<file path="config.mk">
export PLATFORM = sky130hd
export DESIGN_NAME = sfef_filter
export DESIGN_NICKNAME = d
export VERILOG_FILES = /design/src/sfef_pkg.sv /design/src/sfef_filter.sv /design/src/sfef_bin2bcd.sv
export SDC_FILE = /design/constraint.sdc
export NUM_CORES = 1
export LEC_CHECK = 0
export BUFFER_PORTS_ARGS = -buffer_cell sky130_fd_sc_hd__buf_4
export CORE_MARGIN = 2
export CORE_UTILIZATION = 45
export CTS_BUF_LIST = sky130_fd_sc_hd__clkbuf_4 sky130_fd_sc_hd__clkbuf_8
export CTS_CLUSTER_SIZE = 8
export DETAILED_ROUTE_END_ITERATION = 16
export PLACE_DENSITY = 0.64
export SLEW_MARGIN = 10
export SYNTH_ARGS = -nofsm -noshare
export SYNTH_HDL_FRONTEND = slang
export SYNTH_SLANG_ARGS = --single-unit
</file>
<file path="constraint.sdc">
create_clock -name sys_clk -period 5.5 [get_ports sys_clk]
set_clock_uncertainty 0.15 [all_clocks]
set_input_delay 0 -clock sys_clk [delete_from_list [all_inputs] [get_ports sys_clk]]
set_output_delay 0 -clock sys_clk [all_outputs]
set_load 0.05 [all_outputs]
</file>
<file path="src/sfef_pkg.sv">
// constants and carrier types of the falling-edge status filter bank
// assumes one 50 MHz clock domain; condition bits arrive from logic on that clock
//
// Overview of operation
// RULE_01 - five falling masks: operation, trigger, arm, sequence, questionable; all read/write.
// RULE_02 - a falling transition is a condition bit going from one to zero.
// RULE_03 - mask bit set and condition bit falls: matching event bit is set.
// RULE_04 - host writes a mask as one decimal sum of bit weights.
// RULE_05 - a mask query answers a decimal whose binary ones are the mask bits.
// RULE_06 - operation mask bit six weighs 64 (arm), bit five weighs 32 (trigger).
// RULE_07 - operation bit one sets when the relay settling period ends.
// RULE_08 - operation bit five sets when the sequencer leaves the trigger layer.
// RULE_09 - operation bit six sets when the sequencer leaves any arm layer.
// RULE_10 - operation bit ten sets when the instrument leaves idle.
// RULE_11 - trigger bit one sets for sequence one on leaving the trigger layer.
// RULE_12 - arm bit one sets for sequence one on leaving an arm layer.
// RULE_13 - sequence bits one and two set on leaving arm layers one and two.
// RULE_14 - questionable bit nine sets when channels reopen after too-many-closed error.
// RULE_15 - status preset clears every bit of all falling masks.
// RULE_16 - masks clear at power-up; clear-status command leaves them unchanged.
package sfef_pkg;

	localparam int SFEF_SETS = 5;
	localparam int SFEF_MASK_W = 16;
	localparam int SFEF_BCD_W = 20;
	localparam logic [15:0] SFEF_MASK_RESET = 16'h0000;
	localparam logic [16:0] SFEF_MASK_MAX = 17'h0ffff;

	// register sets, also the index of each mask
	typedef enum logic [2:0] {
		SFEF_OPER = 3'h0,
		SFEF_TRIG = 3'h1,
		SFEF_ARM = 3'h2,
		SFEF_SEQ = 3'h3,
		SFEF_QUES = 3'h4
	} sfef_set_type;

	// documented bit positions
	localparam int SFEF_OPER_SETTLE = 1;
	localparam int SFEF_OPER_TRIG = 5;
	localparam int SFEF_OPER_ARM = 6;
	localparam int SFEF_OPER_IDLE = 10;
	localparam int SFEF_TRIG_SEQ1 = 1;
	localparam int SFEF_ARM_SEQ1 = 1;
	localparam int SFEF_SEQ_LAYER1 = 1;
	localparam int SFEF_SEQ_LAYER2 = 2;
	localparam int SFEF_QUES_CHAN = 9;

	// double-dabble shifts for a 16-bit mask
	localparam logic [3:0] SFEF_LAST_SHIFT = 4'hf;

	typedef struct packed {
		logic wr;
		logic rd;
		logic preset;
		logic clr_status;
		sfef_set_type sel;
		logic [SFEF_BCD_W-1:0] bcd;
	} sfef_cmd_type;

	typedef struct packed {
		logic valid;
		logic err;
		logic [SFEF_BCD_W-1:0] bcd;
	} sfef_resp_type;

endpackage

</file>
<file path="src/sfef_filter.sv">
// falling-edge transition masks of the five status register sets
// assumes condition bits and commands come from logic on sys_clk;
// event outputs are one-cycle set strobes into event registers kept elsewhere
module sfef_filter
	import sfef_pkg::*;
(
	input wire logic sys_clk,
	input wire logic rst,
	input wire sfef_cmd_type cmd,
	input wire logic [SFEF_SETS-1:0][SFEF_MASK_W-1:0] cond,
	output logic cmd_ready,
	output sfef_resp_type resp,
	output logic [SFEF_SETS-1:0][SFEF_MASK_W-1:0] event_set
);

	typedef struct packed {
		logic [SFEF_SETS-1:0][SFEF_MASK_W-1:0] mask;
		logic [SFEF_SETS-1:0][SFEF_MASK_W-1:0] cond_prev;
		logic [SFEF_SETS-1:0][SFEF_MASK_W-1:0] ev;
		logic busy;
		logic ready;
		sfef_resp_type resp;
	} sfef_state_type;

	sfef_state_type st_r;
	sfef_state_type st_nxt;

	logic conv_start;
	logic conv_done;
	logic [SFEF_BCD_W-1:0] conv_bcd;
	logic [SFEF_MASK_W-1:0] conv_bin;
	logic accept;
	logic [16:0] wr_value;
	logic wr_digits_ok;

	////////////////////////////////////////////////////////////////////////////

	function automatic logic sfef_sel_ok(input sfef_set_type s);
		return s <= SFEF_QUES;
	endfunction

	// one-to-zero change of a condition bit, gated by its mask bit
	function automatic logic sfef_fall(input logic [SFEF_MASK_W-1:0] prev,
		input logic [SFEF_MASK_W-1:0] cur, input logic [SFEF_MASK_W-1:0] m, input int b);
		return m[b] & prev[b] & ~cur[b]; // RULE_02
	endfunction

	// the host's decimal sum of weights, sent as five packed digits
	always_comb begin
		wr_digits_ok = 1'b1;
		for (int i = 0; i < SFEF_BCD_W / 4; i++) begin
			if (cmd.bcd[i*4 +: 4] > 4'h9) begin
				wr_digits_ok = 1'b0;
			end
		end
		wr_value = 17'(cmd.bcd[19:16]) * 17'd10000 + 17'(cmd.bcd[15:12]) * 17'd1000
			+ 17'(cmd.bcd[11:8]) * 17'd100 + 17'(cmd.bcd[7:4]) * 17'd10
			+ 17'(cmd.bcd[3:0]); // RULE_04
	end

	assign accept = st_r.ready & (cmd.wr | cmd.rd | cmd.preset | cmd.clr_status);
	assign conv_start = accept & ~cmd.preset & ~cmd.wr & cmd.rd & sfef_sel_ok(cmd.sel);
	assign conv_bin = sfef_sel_ok(cmd.sel) ? st_r.mask[cmd.sel] : SFEF_MASK_RESET;

	sfef_bin2bcd u_bin2bcd (
		.sys_clk(sys_clk),
		.rst(rst),
		.start(conv_start),
		.bin(conv_bin),
		.done(conv_done),
		.bcd(conv_bcd)
	);

	////////////////////////////////////////////////////////////////////////////

	always_comb begin
		st_nxt = st_r;
		st_nxt.resp.valid = 1'b0;
		st_nxt.resp.err = 1'b0;
		st_nxt.cond_prev = cond;

		// filtering keeps running while a query converts
		st_nxt.ev = '0;
		st_nxt.ev[SFEF_OPER][SFEF_OPER_SETTLE] = sfef_fall(st_r.cond_prev[SFEF_OPER],
			cond[SFEF_OPER], st_r.mask[SFEF_OPER], SFEF_OPER_SETTLE); // RULE_07
		st_nxt.ev[SFEF_OPER][SFEF_OPER_TRIG] = sfef_fall(st_r.cond_prev[SFEF_OPER],
			cond[SFEF_OPER], st_r.mask[SFEF_OPER], SFEF_OPER_TRIG); // RULE_08
		st_nxt.ev[SFEF_OPER][SFEF_OPER_ARM] = sfef_fall(st_r.cond_prev[SFEF_OPER],
			cond[SFEF_OPER], st_r.mask[SFEF_OPER], SFEF_OPER_ARM); // RULE_09
		st_nxt.ev[SFEF_OPER][SFEF_OPER_IDLE] = sfef_fall(st_r.cond_prev[SFEF_OPER],
			cond[SFEF_OPER], st_r.mask[SFEF_OPER], SFEF_OPER_IDLE); // RULE_10
		st_nxt.ev[SFEF_TRIG][SFEF_TRIG_SEQ1] = sfef_fall(st_r.cond_prev[SFEF_TRIG],
			cond[SFEF_TRIG], st_r.mask[SFEF_TRIG], SFEF_TRIG_SEQ1); // RULE_11
		st_nxt.ev[SFEF_ARM][SFEF_ARM_SEQ1] = sfef_fall(st_r.cond_prev[SFEF_ARM],
			cond[SFEF_ARM], st_r.mask[SFEF_ARM], SFEF_ARM_SEQ1); // RULE_12
		st_nxt.ev[SFEF_SEQ][SFEF_SEQ_LAYER1] = sfef_fall(st_r.cond_prev[SFEF_SEQ],
			cond[SFEF_SEQ], st_r.mask[SFEF_SEQ], SFEF_SEQ_LAYER1); // RULE_13
		st_nxt.ev[SFEF_SEQ][SFEF_SEQ_LAYER2] = sfef_fall(st_r.cond_prev[SFEF_SEQ],
			cond[SFEF_SEQ], st_r.mask[SFEF_SEQ], SFEF_SEQ_LAYER2); // RULE_13
		st_nxt.ev[SFEF_QUES][SFEF_QUES_CHAN] = sfef_fall(st_r.cond_prev[SFEF_QUES],
			cond[SFEF_QUES], st_r.mask[SFEF_QUES], SFEF_QUES_CHAN); // RULE_14
		// RULE_03 is carried by each strobe above

		if (accept) begin
			if (cmd.preset) begin
				st_nxt.mask = '0; // RULE_15
				st_nxt.resp.valid = 1'b1;
			end else if (cmd.wr) begin
				st_nxt.resp.valid = 1'b1;
				// out-of-range values are refused whole, never truncated
				if (sfef_sel_ok(cmd.sel) && wr_digits_ok && wr_value <= SFEF_MASK_MAX) begin
					st_nxt.mask[cmd.sel] = wr_value[SFEF_MASK_W-1:0]; // RULE_01 RULE_06
				end else begin
					st_nxt.resp.err = 1'b1;
				end
			end else if (cmd.rd) begin
				if (sfef_sel_ok(cmd.sel)) begin
					st_nxt.busy = 1'b1;
				end else begin
					st_nxt.resp.valid = 1'b1;
					st_nxt.resp.err = 1'b1;
				end
			end else begin
				st_nxt.resp.valid = 1'b1; // RULE_16
			end
		end

		if (st_r.busy && conv_done) begin
			st_nxt.busy = 1'b0;
			st_nxt.resp.valid = 1'b1;
			st_nxt.resp.bcd = conv_bcd; // RULE_05
		end

		st_nxt.ready = ~st_nxt.busy;
	end

	always_ff @(posedge sys_clk or posedge rst) begin
		if (rst) begin
			st_r <= '0; // RULE_16
		end else begin
			st_r <= st_nxt;
		end
	end

	assign cmd_ready = st_r.ready;
	assign resp = st_r.resp;
	assign event_set = st_r.ev;

endmodule

</file>
<file path="src/sfef_bin2bcd.sv">
// serial binary to packed-decimal converter for mask queries
// assumes start only while idle; done is a one-cycle pulse 16 cycles after start
module sfef_bin2bcd
	import sfef_pkg::*;
(
	input wire logic sys_clk,
	input wire logic rst,
	input wire logic start,
	input wire logic [SFEF_MASK_W-1:0] bin,
	output logic done,
	output logic [SFEF_BCD_W-1:0] bcd
);

	typedef enum logic [1:0] {
		SFEF_CV_IDLE = 2'b00,
		SFEF_CV_SHIFT = 2'b01,
		SFEF_CV_DONE = 2'b11
	} sfef_cv_state_type;

	typedef struct packed {
		sfef_cv_state_type state;
		logic [3:0] cnt;
		logic [SFEF_BCD_W+SFEF_MASK_W-1:0] sh;
	} sfef_cv_type;

	sfef_cv_type cv_r;
	sfef_cv_type cv_nxt;

	function automatic logic [SFEF_BCD_W-1:0] sfef_adjust(input logic [SFEF_BCD_W-1:0] d);
		logic [SFEF_BCD_W-1:0] r;
		r = d;
		for (int i = 0; i < SFEF_BCD_W / 4; i++) begin
			if (r[i*4 +: 4] > 4'h4) begin
				r[i*4 +: 4] = r[i*4 +: 4] + 4'h3;
			end
		end
		return r;
	endfunction

	always_comb begin
		cv_nxt = cv_r;
		case (cv_r.state)
			SFEF_CV_IDLE: begin
				if (start) begin
					cv_nxt.sh = {{SFEF_BCD_W{1'b0}}, bin};
					cv_nxt.cnt = 4'h0;
					cv_nxt.state = SFEF_CV_SHIFT;
				end
			end
			SFEF_CV_SHIFT: begin
				cv_nxt.sh = {sfef_adjust(cv_r.sh[SFEF_BCD_W+SFEF_MASK_W-1:SFEF_MASK_W]),
					cv_r.sh[SFEF_MASK_W-1:0]} << 1;
				cv_nxt.cnt = cv_r.cnt + 4'h1;
				if (cv_r.cnt == SFEF_LAST_SHIFT) begin
					cv_nxt.state = SFEF_CV_DONE;
				end
			end
			SFEF_CV_DONE: begin
				cv_nxt.state = SFEF_CV_IDLE;
			end
			default: begin
				cv_nxt.state = SFEF_CV_IDLE;
			end
		endcase
	end

	always_ff @(posedge sys_clk or posedge rst) begin
		if (rst) begin
			cv_r <= '0;
		end else begin
			cv_r <= cv_nxt;
		end
	end

	assign done = (cv_r.state == SFEF_CV_DONE);
	assign bcd = cv_r.sh[SFEF_BCD_W+SFEF_MASK_W-1:SFEF_MASK_W];

endmodule

</file>
==> impl_metrics.csv, run 1 <==
group,metric,value,unit
outcome,outcome,"finished clean",
power_and_ir_drop,comb_power_share,54.4,%
power_and_ir_drop,p_clk_share,16.6,%
route,via_per_inst,5.514,
critical_path,crit_family,"adder cells",
critical_path,cpMaxStageDelayCell,"fa_1",
grt,grt_start_max_net_pins,74,
sta,min_period_over_period,94.39,%
grt,track_usage,20.94,%
placement,place_area,0.01169,mm2
yosys,synth_ff_type,"dfrtp_1",
grt,antenna_found_initial,0,
clock_tree,clk_pin_slew,0.09,ns
die,die_area,0.02572,mm2
sta,min_period,5.192,ns
route,final_antenna_net_count,0,
critical_path,crit_path_max_fanout,7,
critical_path,critPathCaptureType,"flip-flop",
yosys,synth_edf_count,0,
sta,fmax,192.6,MHz
route,wl,26390,um
sta,tightest_slew,0.9430,ns
critical_path,worstPathArrival,5.39,ns
critical_path,r2r_start,"cmd_ready",
power_and_ir_drop,ir_drop,0.0002804,V
yosys,syn_inst,1141,
sta,rsz0062_at_grt,"no",
route,wl_per_cell,16.99,um
min_path,hold_depth,4,
placement,globalplace.congestion,0.8761,
placement,numPortBuffers,69,
sta,slew_violations,0,
clock_tree,tritoncts,"yes",
clock_tree,cts.sinks,164,
die,die_h,160.4,um
yosys,ys_warn_count,0,
route,drc,0,
power_and_ir_drop,p_int,3.430,mW
critical_path,r2r_cells,7,
cells_and_area,area_growth,12.78,%
yosys,ys_ff_latch,164,
cells_and_area,final_cell_mix,"dfrtp_1, buf_4, nand2_1, inv_1, ha_1",
route,initialDrtViolationCount,607,
grt,grt_pass1_wl,43120,um
yosys,synth_top_area_cell,"dfrtp_1",
yosys,postSynthAreaPerCell,9.643,um2
cells_and_area,fin_cells,1553,
grt,first_global_vias,8173,
die,die_x,160.4,um
route,first_pass_iters,5,
die,num_rows,57,
clock_tree,cts_max_level,4,
placement,dp_hpwl,18530,um
grt,overflow,0,
clock_tree,numCtsBuffers,17,
critical_path,r2r_slack,3.01,ns
sta,max_slew_margin,37.13,%
min_path,hold_end,"st_r[234]",
die,io_pins,212,
clock_tree,clock_path_buffers,2,
min_path,hold_start,"cmd[2]",
yosys,ys_async_sr_fraction,100.0,%
placement,dpl.cell_count,1498,
sta,finalHoldViolCount,0,
min_path,min_path_type,"input pin to flip-flop",
critical_path,critical_path_required,5.70,ns
job,cap_violations,0,
yosys,synth_cell_types,65,
yosys,synthTopCellsByArea,"dfrtp_1, ha_1, buf_4",
cells_and_area,n_antenna_cell,0,
sta,finalSetupViolCount,0,
power_and_ir_drop,powerDensity,506.0,mW/mm2
cells_and_area,nets,1432,
clock_tree,clock_latency,0.47,ns
critical_path,path_buf_inv,6,
yosys,yosysSeqAreaShare,37.30,%
power_and_ir_drop,p_switching,2.849,mW
yosys,synth_top_cell_area_share,37.30,%
power_and_ir_drop,p_leak,5.783,nW
power_and_ir_drop,p_sw_share,45.37,%
yosys,netlist_area,0.01100,mm2
die,start_util,45.51,%
critical_path,reg2reg_to,"u_bin2bcd.cv_r[1]",
route,vias,8563,
critical_path,cp_cell_sequence,"buf_4 -> fa_1 -> inv_1 -> fa_1 -> inv_1 -> ha_1 -> a21o_1 -> a21oi_1 -> xor2_1 -> fa_1 -> ha_1 -> ha_1 -> nand2_1 -> o21ai_1 -> a211o_1 -> buf_4 -> o2111ai_4 -> buf_4 -> a21boi_1 -> nor3_2 -> nor4_1 -> dlygate4sd3_1",
cells_and_area,drive_above_1_share,17.01,%
cells_and_area,final_common_cell,"dfrtp_1",
critical_path,cp-start-kind,"input pin",
power_and_ir_drop,sequentialPowerShare,29.1,%
die,core-area,0.02418,mm2
clock_tree,clockRootBuffer,"clkbuf_8",
cells_and_area,final_cell_area,0.01241,mm2
critical_path,critical_path_class,"input pin to flip-flop",
critical_path,slowest_delay,0.59,ns
==> worst min-delay path, stage by stage <==
cell and delay, ns:
buf_4 0.09, fa_1 0.18, ha_1 0.20, a22o_1 0.14
==> cell type report <==
type / instances / area [um2]
flip-flops and latches: 164 / 4104
clock inverters: 15 / 239.0
multi-input cells: 795 / 5846
clock buffers: 17 / 234.0
well taps: 324 / 405.4
fillers: 2205 / 11770
repair buffers: 150 / 1246
inverters: 88 / 335.3
==> how the worst max path moves through the flow <==
stage          startpoint        end  cells past startpoint
2_1_floorplan     cmd[13]  st_r[216]                     20
3_3_place_gp      cmd[13]  st_r[190]                     21
3_5_place_dp      cmd[13]  st_r[186]                     21
4_1_cts           cmd[13]   resp[20]                     22
5_1_grt           cmd[13]   resp[20]                     23
6_report          cmd[13]   resp[20]                     22
==> what timing repair did <==
action / CTS / global route
gates resized for setup: 0 / 4
endpoints found under the setup margin: 0 / 2
hold endpoints to repair: 138 / 0
hold buffers: 23 / 0
buffers inserted: 0 / 0
==> kinds of logic after synthesis <==
logic type,count (synthesis),synth area share (%)
adder cells (fa/ha/maj),107,14.01
AO/OA/AOI/OAI,308,20.24
AND/OR/NAND/NOR,255,11.30
other,1,0.03408
buffers and inverters,252,12.27
flip-flops,164,37.30
XOR/XNOR,30,2.388
multiplexers,24,2.456
==> Yosys cell counts (7+ instances only) <==
master and n:
a22oi_1 33, nand4_1 36, nor3_1 9, o221ai_1 26, nand2_1 113, mux2_2 24
inv_1 88, a211oi_1 7, buf_1 7, buf_4 102, xor2_1 13, fa_1 27
o311ai_2 8, o31ai_1 7, o21ai_0 72, o311ai_0 10, a221o_1 8, nor2_1 39
o22ai_1 29, and4_1 7, dfrtp_1 164, a21o_1 10, xnor2_1 17, a21oi_1 32
nand3_1 12, clkbuf_1 48, ha_1 80, nor2b_1 13, o2bb2ai_1 10
==> power groups by stage <==
stage / clock network [mW] / registers, mW / logic, mW
after floorplan: 0 / 1.78 / 2.38
after global placement: 0 / 1.83 / 3.33
after detailed placement: 0 / 1.84 / 3.37
after CTS: 1.06 / 1.82 / 3.40
after global routing: 1.12 / 1.87 / 3.76
final: 1.04 / 1.82 / 3.41
==> sequential cells by signal (all words and copies together), names as in the netlist <==
| signal | cells |
|---|---|
| st_r | 90 |
| resp | 22 |
| event_set | 9 |
| cmd_ready | 1 |
| u_bin2bcd.bcd | 20 |
| u_bin2bcd.cv_r | 22 |
==> per-layer routing <==
layer / wire length, um / vias up / GRT usage (%)
met5: 0 / - / 0
met4: 834 / 0 / 8.108
met3: 1239 / 56 / 3.590
met2: 12620 / 269 / 33.73
met1: 11700 / 4141 / 28.40
li1: - / 4097 / -
==> per-stage QoR <==
stage / worst slack (ns) / TNS (ns) / util, % / total power, mW / hold slack (ns)
after floorplan: 0.1175 / 0 / - / 4.160 / -0.1186
after global placement: -0.03674 / -0.07771 / 48.33 / 5.164 / -0.1215
after detailed placement: -0.06610 / -0.7761 / 48.33 / 5.215 / -0.1207
after CTS: 0.2229 / 0 / 51.24 / 6.286 / 0.01765
after global routing: 0.03647 / 0 / 51.33 / 6.750 / 0.02017
final: 0.3083 / 0 / 51.33 / 6.279 / 0.03568
(Power assumes the default switching activity.)
==> run 2: changes to the inputs <==
--- a/config.mk
+++ b/config.mk
@@ -6,7 +6,7 @@
 export NUM_CORES = 1
 export LEC_CHECK = 0
 export BUFFER_PORTS_ARGS = -buffer_cell sky130_fd_sc_hd__buf_4
-export CORE_MARGIN = 2
+export CORE_MARGIN = 8
 export CORE_UTILIZATION = 45
 export CTS_BUF_LIST = sky130_fd_sc_hd__clkbuf_4 sky130_fd_sc_hd__clkbuf_8
 export CTS_CLUSTER_SIZE = 8
==> impl_metrics.csv, run 2 (synthesis results as in run 1) <==
group,metric,value,unit
route,final_antenna_net_count,0,
route,wl_per_cell,17.74,um
critical_path,cp-start-kind,"input pin",
sta,slew_violations,0,
power_and_ir_drop,p_leak,5.710,nW
sta,max_slew_margin,43.22,%
power_and_ir_drop,powerDensity,504.3,mW/mm2
die,die_area,0.02971,mm2
cells_and_area,final_common_cell,"dfrtp_1",
die,die_x,172.4,um
power_and_ir_drop,ir_drop,0.0003229,V
die,core-area,0.02418,mm2
cells_and_area,final_cell_mix,"dfrtp_1, buf_4, nand2_1, inv_1, ha_1",
cells_and_area,nets,1426,
placement,place_area,0.01164,mm2
sta,fin_setup_tns,0,ns
placement,dp_hpwl,19360,um
placement,dpl.cell_count,1494,
grt,grt_start_max_net_pins,66,
clock_tree,clockRootBuffer,"clkbuf_8",
route,via_per_inst,5.569,
cells_and_area,n_antenna_cell,0,
die,die_h,172.4,um
route,vias,8604,
cells_and_area,area_growth,11.43,%
clock_tree,clock_latency,0.46,ns
sta,fmax,193.5,MHz
power_and_ir_drop,p_sw_share,46.05,%
grt,antenna_found_initial,0,
clock_tree,numCtsBuffers,17,
sta,min_period,5.168,ns
job,cap_violations,0,
grt,overflow,0,
power_and_ir_drop,p_clk_share,14.3,%
sta,finalHoldViolCount,0,
placement,place_ws,-0.08826,ns
critical_path,critical_path_class,"input pin to flip-flop",
sta,rsz0062_at_grt,"no",
route,wl,27410,um
clock_tree,clk_pin_slew,0.09,ns
critical_path,critical_path_required,5.70,ns
sta,min_period_over_period,93.96,%
sta,finalSetupViolCount,0,
grt,grt_pass1_wl,44460,um
clock_tree,clock_path_buffers,2,
cells_and_area,largest_register,"st_r",
die,num_rows,57,
grt,first_global_vias,8538,
min_path,min_path_type,"input pin to flip-flop",
route,initialDrtViolationCount,788,
power_and_ir_drop,sequentialPowerShare,30.1,%
placement,numPortBuffers,69,
cells_and_area,fin_cells,1545,
sta,worst_slack,0.3325,ns
clock_tree,cts.sinks,164,
route,drc,0,
power_and_ir_drop,comb_power_share,55.6,%
power_and_ir_drop,p_switching,2.847,mW
power_and_ir_drop,p_int,3.336,mW
die,io_pins,212,
grt,track_usage,18.81,%
clock_tree,tritoncts,"yes",
critical_path,crit_path_max_fanout,8,
critical_path,critPathCaptureType,"flip-flop",
cells_and_area,final_cell_area,0.01226,mm2
cells_and_area,drive_above_1_share,16.54,%
die,start_util,45.51,%
clock_tree,cts_setup_buffers,0,
placement,globalplace.congestion,0.8718,
critical_path,worstPathArrival,5.37,ns
sta,tightest_slew,0.8517,ns
cells_and_area,largest_reg_flops,90,
power_and_ir_drop,power,6.183,mW
route,first_pass_iters,6,
outcome,outcome,"finished clean",
clock_tree,cts_max_level,4,
==> run 2: final timing paths <==
kind                       slack, ns                end  cells after the start       from
setup / recovery                0.33           resp[20]                     21    cmd[13]
hold / removal                  0.02          cmd_ready                      4    cmd[26]
setup reg to reg                2.28  u_bin2bcd.cv_r[5]                      6  cmd_ready
hold reg to reg                 0.33       event_set[5]                      2  st_r[109]
max in group asynchronous       3.40  u_bin2bcd.bcd[13]                      5        rst
min in group asynchronous       0.59          st_r[200]                      4        rst
==> run 2: what timing repair did <==
item / CTS / global route
endpoints found under the setup margin: 0 / 1
hold buffers: 21 / 0
endpoints found under the hold margin: 88 / 0
gates resized for setup: 0 / 3
==> run 2: per-layer routing <==
layer  wire [um]  up-vias  track usage, %
li1            -     4083               -
met1       12020     4209           24.62
met2       13230      264           30.99
met3        1318       48           2.397
met4         837        0           7.871
met5           0        -               0
==> run 2: metrics by stage <==
stage               util (%)  hold slack (ns)
finish                 50.71          0.01770
global route           50.71          0.02801
CTS                    50.63         0.002688
detailed placement     48.14         -0.07443
global placement       48.14         -0.06843
floorplan                  -          -0.1186
==> run 2: power by group through the flow <==
stage | combinational (mW) | clock, mW | sequential (mW)
CTS | 3.43 | 0.900 | 1.85
global route | 3.80 | 0.950 | 1.91
floorplan | 2.38 | 0 | 1.78
detailed placement | 3.40 | 0 | 1.87
finish | 3.44 | 0.884 | 1.86
global placement | 3.35 | 0 | 1.86
==> run 2: worst max-delay path: stages <==
cell and delay, ns:
buf_4 0.12, fa_1 0.59, inv_1 0.10, fa_1 0.50, inv_1 0.04, ha_1 0.33, a21o_1 0.17, a21oi_1 0.20
xor2_1 0.22, fa_1 0.44, ha_1 0.31, ha_1 0.33, nand2_1 0.07, o21ai_1 0.07, a211o_1 0.30, buf_4 0.15
o2111ai_4 0.30, a21boi_0 0.18, nor3_1 0.27, nor4_1 0.08, dlygate4sd3_1 0.58
==> run 2: cell type report <==
type | count | area, um2
inverter | 88 | 335.3
timing repair buffer | 144 | 1184
clock inverter | 11 | 128.9
multi-input combinational | 795 | 5842
tap | 324 | 405.4
sequential | 164 | 4104
clock buffer | 19 | 261.5
fill | 2269 | 11920
